[src/include/icc_defines.svh]
`ifndef ICC_DEFINES_SVH
`define ICC_DEFINES_SVH
`define ICC_ADDR_CONTROL    4'h0
`define ICC_ADDR_STATUS     4'h4
`define ICC_ADDR_MASK       4'h8
`define ICC_ADDR_COUNT      4'hc
`define ICC_BIT_ENABLE      15
`define ICC_BIT_IDLE_HALT   13
`define ICC_BIT_FIRST_EDGE  9
`define ICC_BIT_WIDE        8
`define ICC_BIT_TIMEBASE    7
`define ICC_BIT_EPI_HI      6
`define ICC_BIT_EPI_LO      5
`define ICC_BIT_OVERFLOW    4
`define ICC_BIT_NOT_EMPTY   3
`define ICC_BIT_MODE_HI     2
`define ICC_CTRL_WMASK      32'h0000a3e7
`define ICC_CTRL_RESET      32'h00000000
`define ICC_MODE_EDGE_FIRST 3'h6
`define ICC_STAT_CAPTURE    0
`define ICC_STAT_IRQ_GROUP  1
`define ICC_STAT_OVERFLOW   2
`define ICC_STAT_WIDTH      3
`define ICC_BUF_DEPTH       4
`endif

[src/include/icc_pkg.sv]
package icc_pkg;
   typedef enum logic [2:0] {
      ICC_IDLE  = 3'b001,
      ICC_WRESP = 3'b010,
      ICC_RDATA = 3'b100
   } icc_bus_state_t;
endpackage : icc_pkg

[src/hdl/icc_event_counter.sv]
`timescale 1ns/1ps
`include "icc_defines.svh"
module icc_event_counter (
   input  wire logic       clock_i,
   input  wire logic       reset_i,
   input  wire logic       clear_i,
   input  wire logic       event_i,
   input  wire logic [1:0] per_irq_i,
   output logic            group_done_o
);
   logic [1:0] count_r;
   logic [1:0] count_nxt;
   logic       done_nxt;
   logic       done_r;

   always_comb begin
      count_nxt = count_r;
      done_nxt  = 1'b0;
      if (clear_i) begin
         count_nxt = 2'h0;
      end else if (event_i) begin
         // Greater-or-equal keeps a mid-group field change from skipping a wrap
         if (count_r >= per_irq_i) begin
            count_nxt = 2'h0;
            done_nxt  = 1'b1;
         end else begin
            count_nxt = count_r + 2'h1;
         end
      end
   end

   always_ff @(posedge clock_i or posedge reset_i) begin
      if (reset_i) begin
         count_r <= 2'h0;
         done_r  <= 1'b0;
      end else begin
         count_r <= count_nxt;
         done_r  <= done_nxt;
      end
   end

   assign group_done_o = done_r;
endmodule : icc_event_counter

[src/hdl/icc_top.sv]
`timescale 1ns/1ps
`include "icc_defines.svh"
// Operation
// - Enable runs unit; clearing resets buffer, counters and overflow flag, stops work, blocks interrupts.
// - Idle-halt set stops unit while system idle; clear keeps running.
// - In mode 110, first-edge bit picks rising (1) or falling (0) first.
// - Wide bit set captures 32-bit timer value, else 16-bit.
// - Timebase bit picks second timer (1) or third (0); ignored when wide.
// - Interrupt after every 1st, 2nd, 3rd or 4th capture per field code.
// - Overflow flag is read-only, reads one after overflow occurred.
// - Not-empty flag reads one while a captured value remains.
// - Unimplemented control bits always read zero.
module icc_top
   import icc_pkg::*;
#(
   parameter int DEPTH = `ICC_BUF_DEPTH
) (
   input  wire logic        clock_i,
   input  wire logic        reset_i,
   input  wire logic        system_idle_i,
   input  wire logic        capture_pin_i,
   input  wire logic [31:0] second_timer_i,
   input  wire logic [15:0] third_timer_i,
   input  wire logic        buf_pop_i,
   output logic [31:0]      buf_data_o,
   output logic             irq_o,
   input  wire logic [3:0]  s_axi_awaddr,
   input  wire logic        s_axi_awvalid,
   output logic             s_axi_awready,
   input  wire logic [31:0] s_axi_wdata,
   input  wire logic [3:0]  s_axi_wstrb,
   input  wire logic        s_axi_wvalid,
   output logic             s_axi_wready,
   output logic [1:0]       s_axi_bresp,
   output logic             s_axi_bvalid,
   input  wire logic        s_axi_bready,
   input  wire logic [3:0]  s_axi_araddr,
   input  wire logic        s_axi_arvalid,
   output logic             s_axi_arready,
   output logic [31:0]      s_axi_rdata,
   output logic [1:0]       s_axi_rresp,
   output logic             s_axi_rvalid,
   input  wire logic        s_axi_rready
);
   localparam int AW = (DEPTH > 1) ? $clog2(DEPTH) : 1;

   // ---------------------------------------------------------------
   // Pin synchroniser and edge detect
   // ---------------------------------------------------------------
   logic sync1_r, sync2_r, last_r;
   logic sync1_nxt, sync2_nxt, last_nxt;
   logic enable, active, rise, fall;
   logic [31:0] control_r, control_nxt;

   assign enable = control_r[`ICC_BIT_ENABLE];
   assign active = enable & ~(control_r[`ICC_BIT_IDLE_HALT] & system_idle_i);

   always_comb begin
      sync1_nxt = capture_pin_i;
      sync2_nxt = sync1_r;
      // Tracks the pin even while halted or off, so no stale edge fires on resume
      last_nxt  = sync2_r;
   end

   always_ff @(posedge clock_i or posedge reset_i) begin
      if (reset_i) begin
         sync1_r <= 1'b0;
         sync2_r <= 1'b0;
         last_r  <= 1'b0;
      end else begin
         sync1_r <= sync1_nxt;
         sync2_r <= sync2_nxt;
         last_r  <= last_nxt;
      end
   end

   assign rise = active & sync2_r & ~last_r;
   assign fall = active & ~sync2_r & last_r;

   // ---------------------------------------------------------------
   // Capture event selection
   // ---------------------------------------------------------------
   // Mode field codes other than 110 are handled as every edge here; the full
   // mode decoder sits outside this block.
   logic first_done_r, first_done_nxt;
   logic capture_ev;

   always_comb begin
      first_done_nxt = first_done_r;
      capture_ev     = rise | fall;
      if (control_r[`ICC_BIT_MODE_HI:0] == `ICC_MODE_EDGE_FIRST && !first_done_r) begin
         capture_ev     = control_r[`ICC_BIT_FIRST_EDGE] ? rise : fall;
         first_done_nxt = capture_ev;
      end
      if (!enable) begin
         first_done_nxt = 1'b0;
      end
   end

   always_ff @(posedge clock_i or posedge reset_i) begin
      if (reset_i) begin
         first_done_r <= 1'b0;
      end else begin
         first_done_r <= first_done_nxt;
      end
   end

   // ---------------------------------------------------------------
   // Timestamp and capture buffer
   // ---------------------------------------------------------------
   logic [31:0] stamp;
   logic [31:0] mem_r   [DEPTH];
   logic [31:0] mem_nxt [DEPTH];
   logic [AW-1:0] wp_r, wp_nxt, rp_r, rp_nxt;
   logic [AW:0]   cnt_r, cnt_nxt;
   logic          full, not_empty, push, pop, ovf_ev;
   logic          ovf_r, ovf_nxt;

   always_comb begin
      if (control_r[`ICC_BIT_WIDE]) begin
         stamp = second_timer_i;
      end else if (control_r[`ICC_BIT_TIMEBASE]) begin
         stamp = {16'h0000, second_timer_i[15:0]};
      end else begin
         stamp = {16'h0000, third_timer_i};
      end
   end

   assign full      = (cnt_r == (AW+1)'(DEPTH));
   assign not_empty = (cnt_r != '0);
   assign pop       = buf_pop_i & not_empty;
   assign push      = capture_ev & ~full;
   assign ovf_ev    = capture_ev & full;

   generate
      for (genvar g = 0; g < DEPTH; g++) begin : g_mem
         always_comb begin
            mem_nxt[g] = mem_r[g];
            if (push && wp_r == AW'(g)) begin
               mem_nxt[g] = stamp;
            end
         end
         always_ff @(posedge clock_i or posedge reset_i) begin
            if (reset_i) begin
               mem_r[g] <= 32'h00000000;
            end else begin
               mem_r[g] <= mem_nxt[g];
            end
         end
      end
   endgenerate

   always_comb begin
      wp_nxt  = wp_r;
      rp_nxt  = rp_r;
      cnt_nxt = cnt_r;
      ovf_nxt = ovf_r | ovf_ev;
      if (push) begin
         wp_nxt = (wp_r == AW'(DEPTH-1)) ? '0 : wp_r + 1'b1;
      end
      if (pop) begin
         rp_nxt = (rp_r == AW'(DEPTH-1)) ? '0 : rp_r + 1'b1;
      end
      cnt_nxt = cnt_r + (AW+1)'(push) - (AW+1)'(pop);
      if (!enable) begin
         wp_nxt  = '0;
         rp_nxt  = '0;
         cnt_nxt = '0;
         ovf_nxt = 1'b0;
      end
   end

   always_ff @(posedge clock_i or posedge reset_i) begin
      if (reset_i) begin
         wp_r  <= '0;
         rp_r  <= '0;
         cnt_r <= '0;
         ovf_r <= 1'b0;
      end else begin
         wp_r  <= wp_nxt;
         rp_r  <= rp_nxt;
         cnt_r <= cnt_nxt;
         ovf_r <= ovf_nxt;
      end
   end

   assign buf_data_o = not_empty ? mem_r[rp_r] : 32'h00000000;

   // ---------------------------------------------------------------
   // Event grouping
   // ---------------------------------------------------------------
   logic group_done;

   icc_event_counter u_count (
      .clock_i      (clock_i),
      .reset_i      (reset_i),
      .clear_i      (~enable),
      .event_i      (push),
      .per_irq_i    (control_r[`ICC_BIT_EPI_HI:`ICC_BIT_EPI_LO]),
      .group_done_o (group_done)
   );

   // ---------------------------------------------------------------
   // AXI4-Lite slave
   // ---------------------------------------------------------------
   icc_bus_state_t st_r, st_nxt;
   logic [31:0] rdata_r, rdata_nxt;
   logic [1:0]  bresp_r, bresp_nxt, rresp_r, rresp_nxt;
   logic [3:0]  awaddr_r, awaddr_nxt;
   logic [31:0] wdata_r, wdata_nxt;
   logic [3:0]  wstrb_r, wstrb_nxt;
   logic        aw_have_r, aw_have_nxt, w_have_r, w_have_nxt;
   logic [`ICC_STAT_WIDTH-1:0] status_r, status_nxt, mask_r, mask_nxt;
   logic [`ICC_STAT_WIDTH-1:0] set_ev;
   logic [31:0] wmask, ctrl_rd;
   logic        do_write;

   assign s_axi_awready = (st_r == ICC_IDLE) & ~aw_have_r;
   assign s_axi_wready  = (st_r == ICC_IDLE) & ~w_have_r;
   assign s_axi_arready = (st_r == ICC_IDLE) & ~aw_have_r & ~w_have_r;
   assign s_axi_bvalid  = (st_r == ICC_WRESP);
   assign s_axi_rvalid  = (st_r == ICC_RDATA);
   assign s_axi_bresp   = bresp_r;
   assign s_axi_rresp   = rresp_r;
   assign s_axi_rdata   = rdata_r;

   assign wmask = {{8{wstrb_r[3]}}, {8{wstrb_r[2]}}, {8{wstrb_r[1]}}, {8{wstrb_r[0]}}};
   assign do_write = (st_r == ICC_IDLE) & aw_have_r & w_have_r;
   assign set_ev = {ovf_ev, group_done, push} & {`ICC_STAT_WIDTH{enable}};

   always_comb begin
      ctrl_rd = control_r & `ICC_CTRL_WMASK;
      ctrl_rd[`ICC_BIT_OVERFLOW]  = ovf_r;
      ctrl_rd[`ICC_BIT_NOT_EMPTY] = not_empty;
   end

   always_comb begin
      st_nxt      = st_r;
      rdata_nxt   = rdata_r;
      bresp_nxt   = bresp_r;
      rresp_nxt   = rresp_r;
      awaddr_nxt  = awaddr_r;
      wdata_nxt   = wdata_r;
      wstrb_nxt   = wstrb_r;
      aw_have_nxt = aw_have_r;
      w_have_nxt  = w_have_r;
      control_nxt = control_r;
      mask_nxt    = mask_r;
      status_nxt  = status_r;
      if (s_axi_awvalid && s_axi_awready) begin
         awaddr_nxt  = s_axi_awaddr;
         aw_have_nxt = 1'b1;
      end
      if (s_axi_wvalid && s_axi_wready) begin
         wdata_nxt  = s_axi_wdata;
         wstrb_nxt  = s_axi_wstrb;
         w_have_nxt = 1'b1;
      end
      case (st_r)
         ICC_IDLE: begin
            if (do_write) begin
               aw_have_nxt = 1'b0;
               w_have_nxt  = 1'b0;
               bresp_nxt   = 2'h0;
               st_nxt      = ICC_WRESP;
               case ({awaddr_r[3:2], 2'h0})
                  `ICC_ADDR_CONTROL: begin
                     // Status bits are never stored, so writes to them vanish
                     control_nxt = (control_r & ~(wmask & `ICC_CTRL_WMASK)) |
                                   (wdata_r & wmask & `ICC_CTRL_WMASK);
                  end
                  `ICC_ADDR_STATUS: begin
                     status_nxt = status_r & ~(wdata_r[`ICC_STAT_WIDTH-1:0] & wmask[`ICC_STAT_WIDTH-1:0]);
                  end
                  `ICC_ADDR_MASK: begin
                     mask_nxt = (mask_r & ~wmask[`ICC_STAT_WIDTH-1:0]) |
                                (wdata_r[`ICC_STAT_WIDTH-1:0] & wmask[`ICC_STAT_WIDTH-1:0]);
                  end
                  `ICC_ADDR_COUNT: begin
                     bresp_nxt = 2'h2;
                  end
                  default: begin
                     bresp_nxt = 2'h2;
                  end
               endcase
            end else if (s_axi_arvalid && s_axi_arready) begin
               st_nxt    = ICC_RDATA;
               rresp_nxt = 2'h0;
               case ({s_axi_araddr[3:2], 2'h0})
                  `ICC_ADDR_CONTROL: rdata_nxt = ctrl_rd;
                  `ICC_ADDR_STATUS:  rdata_nxt = {29'h0, status_r};
                  `ICC_ADDR_MASK:    rdata_nxt = {29'h0, mask_r};
                  `ICC_ADDR_COUNT:   rdata_nxt = {{(31-AW){1'b0}}, cnt_r};
                  default: begin
                     rdata_nxt = 32'h00000000;
                     rresp_nxt = 2'h2;
                  end
               endcase
            end
         end
         ICC_WRESP: begin
            if (s_axi_bready) begin
               st_nxt = ICC_IDLE;
            end
         end
         ICC_RDATA: begin
            if (s_axi_rready) begin
               st_nxt = ICC_IDLE;
            end
         end
         default: begin
            st_nxt = ICC_IDLE;
         end
      endcase
      // Set after clear so an event in the clearing cycle survives
      status_nxt = status_nxt | set_ev;
   end

   always_ff @(posedge clock_i or posedge reset_i) begin
      if (reset_i) begin
         st_r      <= ICC_IDLE;
         rdata_r   <= 32'h00000000;
         bresp_r   <= 2'h0;
         rresp_r   <= 2'h0;
         awaddr_r  <= 4'h0;
         wdata_r   <= 32'h00000000;
         wstrb_r   <= 4'h0;
         aw_have_r <= 1'b0;
         w_have_r  <= 1'b0;
         control_r <= `ICC_CTRL_RESET;
         mask_r    <= 3'h0;
         status_r  <= 3'h0;
      end else begin
         st_r      <= st_nxt;
         rdata_r   <= rdata_nxt;
         bresp_r   <= bresp_nxt;
         rresp_r   <= rresp_nxt;
         awaddr_r  <= awaddr_nxt;
         wdata_r   <= wdata_nxt;
         wstrb_r   <= wstrb_nxt;
         aw_have_r <= aw_have_nxt;
         w_have_r  <= w_have_nxt;
         control_r <= control_nxt;
         mask_r    <= mask_nxt;
         status_r  <= status_nxt;
      end
   end

   // Disabled unit raises no interrupt even if old status stays set
   assign irq_o = enable & |(status_r & mask_r);
endmodule : icc_top

[config.mk]
export PLATFORM = sky130hd
export DESIGN_NAME = icc_top
export DESIGN_NICKNAME = d
export VERILOG_FILES = /design/src/include/icc_pkg.sv /design/src/hdl/icc_event_counter.sv /design/src/hdl/icc_top.sv
export VERILOG_INCLUDE_DIRS = /design/src /design/src/include
export SDC_FILE = /design/constraint.sdc
export NUM_CORES = 1
export LEC_CHECK = 0
export BUFFER_PORTS_ARGS = -buffer_cell sky130_fd_sc_hd__buf_2
export CAP_MARGIN = 40
export CELL_PAD_IN_SITES_DETAIL_PLACEMENT = 1
export CELL_PAD_IN_SITES_GLOBAL_PLACEMENT = 2
export CORE_UTILIZATION = 41
export CTS_CLUSTER_DIAMETER = 60
export DETAILED_ROUTE_END_ITERATION = 8
export MAX_ROUTING_LAYER = met4
export PLACE_DENSITY = 0.95
export SYNTH_ARGS = -nofsm -noshare
export SYNTH_HDL_FRONTEND = slang
export SYNTH_SLANG_ARGS = --single-unit
[constraint.sdc]
create_clock -name clock_i -period 7.73 [get_ports clock_i]
set_input_delay 0 -clock clock_i [delete_from_list [all_inputs] [get_ports clock_i]]
set_output_delay 0 -clock clock_i [all_outputs]
set_load 0.01 [all_outputs]
==> flow_metrics.tcl <==
set metrics [dict create \
    yosysWarningCount 0 \
    violations "design-rule violations" \
    tns_ns 0 \
    period_share 0.415 \
    synth_edf_count 0 \
    timing.critical_path.required_ns 8.05 \
    num_vias 5816 \
    synth_top_area_share 0.515 \
    arrival_ns 3.53 \
    antenna_found_initial 0 \
    drcViolationCount 30 \
    grt_pass1_vias 6547 \
    total_leakage_power_uw 0.00537 \
    yosys.cell_types.count 54 \
    gp_congestion 0.760 \
    fin_nets 931 \
    cp_slowest_cell "dfrtp_1" \
    ys.flop_type "dfrtp_1" \
    fin_cells 1112 \
    port_buffers 124 \
    postRouteAntennaNets 0 \
    fillers 2213 \
    rows 54 \
    yosysTopAreaCell "dfrtp_1" \
    path_buf_inv 3 \
    place_area_um2 9970 \
    outcome "complete, but fails checks" \
    seq_area_frac_synth 0.518 \
    cts-root-buf "clkbuf_16" \
    diodes 0 \
    dp_hpwl_um 13400 \
    rsz0062_at_grt "false" \
    synthCells 648 \
    synth.avg_cell_area_um2 14.2 \
    synthTopCellsByArea "dfrtp_1 52%, mux2_2 21%, mux4_2 8.5%" \
    clock_path_buffers 2 \
    dieHeight_um 152 \
    cts_sinks 191 \
    path_clk_slew_ns 0.08 \
    crit_path_end_kind "register" \
    die_x_um 152 \
    drtIter0Drc 264 \
    drt-total-wl_um 21700 \
    yosysMostFrequentCell "dfrtp_1" \
    route.detailed.wl_per_inst_um 19.5 \
    drive_gt1_frac 0.465 \
    synthArstFlopShare 1.00 \
    crit_fanout 15 \
    max-cap-violations 0 \
    cts_buffers 17 \
    start_util 0.420 \
    core_um2 22000 \
    vdd_ir_drop_max_mv 0.190 \
    hold_viol 0 \
    cts_htree_levels 4 \
    grt_max_degree 110 \
    grt_remaining_overflow 0 \
    die_area_um2 23100 \
    slew_violations 0 \
    ys_top_cells_by_count "190 x dfrtp_1, 169 x mux2_2, 35 x mux4_2, 35 x nor2b_1, 30 x nand2_1" \
    syn2layout_area_growth_pct 20.9 \
    max_stage_delay_ns 0.66 \
    first_pass_iters 6 \
    period_minus_slack_ns 3.21 \
    vias_per_cell 5.23 \
    grtUsageTotal 0.208 \
    finClkSkew_ns 0.0165 \
    path_cells "a21boi_2 > and2_1 > inv_1 > ha_1 > inv_1 > ha_1 > inv_1 > fa_1 > xnor2_1 > xnor2_1 > and2_1" \
    power_density_nw_per_um2 308 \
    fin_area_um2 11100 \
    relSlewSlack 0.477 \
    cp-start-kind "register" \
    crit_type "register to register" \
    min_path_type "primary input to register" \
    power_uw 3430 \
    cts_tree "built" \
    io_pins 176 \
    crit_family "adder cells" \
    placedCellCount 1023 \
    yosys_register_bits 191 \
    setup_viol_count_final 0 \
    max_freq_mhz 312 \
    synth_area_um2 9220 \
    clk_latency_ns 0.43 \
    grt_pass1_wl_um 36200 \
    cp_common_cell "inv_1" \
    worst_pin_slew_ns 0.785 \
]
power breakdown:
| part | total (uW) | internal, uW | switching (uW) |
|---|---|---|---|
| Clock | 899 | 473 | 426 |
| Combinational | 1080 | 590 | 488 |
| Sequential | 1450 | 1240 | 206 |
cell type report:
class,count,area [um2],area share
flip-flops and latches,191,4780,0.429
multi-input cells,409,4080,0.366
repair buffers,187,1270,0.114
clock buffers,18,439,0.0394
well taps,280,350,0.0314
clock inverters,14,168,0.0150
inverters,13,56.3,0.00505
worst register-to-register path, stage by stage, from the launching register on:
cell	delay, ns
dfrtp_1	0.66
a21boi_2	0.66
and2_1	0.34
inv_1	0.11
ha_1	0.30
inv_1	0.06
ha_1	0.13
inv_1	0.05
fa_1	0.37
xnor2_1	0.15
xnor2_1	0.13
and2_1	0.16
sequential cells by signal, summed over array words and instances, names as in the netlist, 2 cells and up, named ones only:
name	count
mem_r	128
awaddr_r	2
s_axi_rdata	12
u_count.count_r	2
wdata_r	10
st_r	3
rp_r	2
status_r	3
cnt_r	3
wp_r	2
wstrb_r	2
cells by family (layout without fill, tap and decap cells):
kind of cell,after synthesis,after routing,share of synthesized area
adders and majority gates,10,10,0.0144
DFF,191,191,0.518
and+or+nand+nor,123,123,0.0822
AOI/OAI and AO/OA,38,38,0.0296
muxes,211,211,0.303
xor gates and xnor gates,4,4,0.00380
buffers and inverters,70,232,0.0487
other,1,23,0.000407
routing by layer:
metal  global-route usage  part of all wire
met1                0.245              0.42
met2                0.359              0.52
met3               0.0473             0.050
met4               0.0530             0.014
met5                    -                 0
stage by stage:
stage | setup slack, ns | hold WS (ns) | util
floorplan | 2.53 | 0.0314 | -
global placement | 4.54 | 0.110 | 0.452
detailed placement | 4.51 | -0.0419 | 0.454
CTS | 4.48 | 0.000284 | 0.507
global route | 4.23 | 0.00276 | 0.508
finish | 4.52 | 0.00109 | 0.508
repair_timing:
action | in CTS | in global routing
endpoints found under the hold margin | 214 | 1
buffers inserted | 0 | 0
resized for setup | 0 | 0
hold buffers | 55 | 1
worst paths after layout:
path                                        start                   end  slack, ns  cells past startpoint
min in group asynchronous                 reset_i    cnt_r[1]$_DFF_PP0_       0.05                      3
worst min register to register  sync1_r$_DFF_PP0_    last_nxt$_DFF_PP0_       0.38                      0
worst min-delay path            second_timer_i[0]  mem_r[0]$_DFFE_PP0P_      0.001                      3
worst max-delay path                     register    cnt_r[2]$_DFF_PP0_       4.52                     11
max in group asynchronous                 reset_i   rp_r[0]$_DFFE_PP0P_       6.01                      5
worst max register to register           register    cnt_r[2]$_DFF_PP0_       4.52                     11
placed cells by master (no fill, tap or decap), types with 17 or more instances in the layout:
cell and count:
nor2b_1 35, clkbuf_16 17, buf_2 124, mux4_2 35
nand2_1 30, dlygate4sd3_1 56, mux2_2 169, and2_1 20
conb_1 23, dfrtp_1 189
Power figures use the tool's default switching activity.
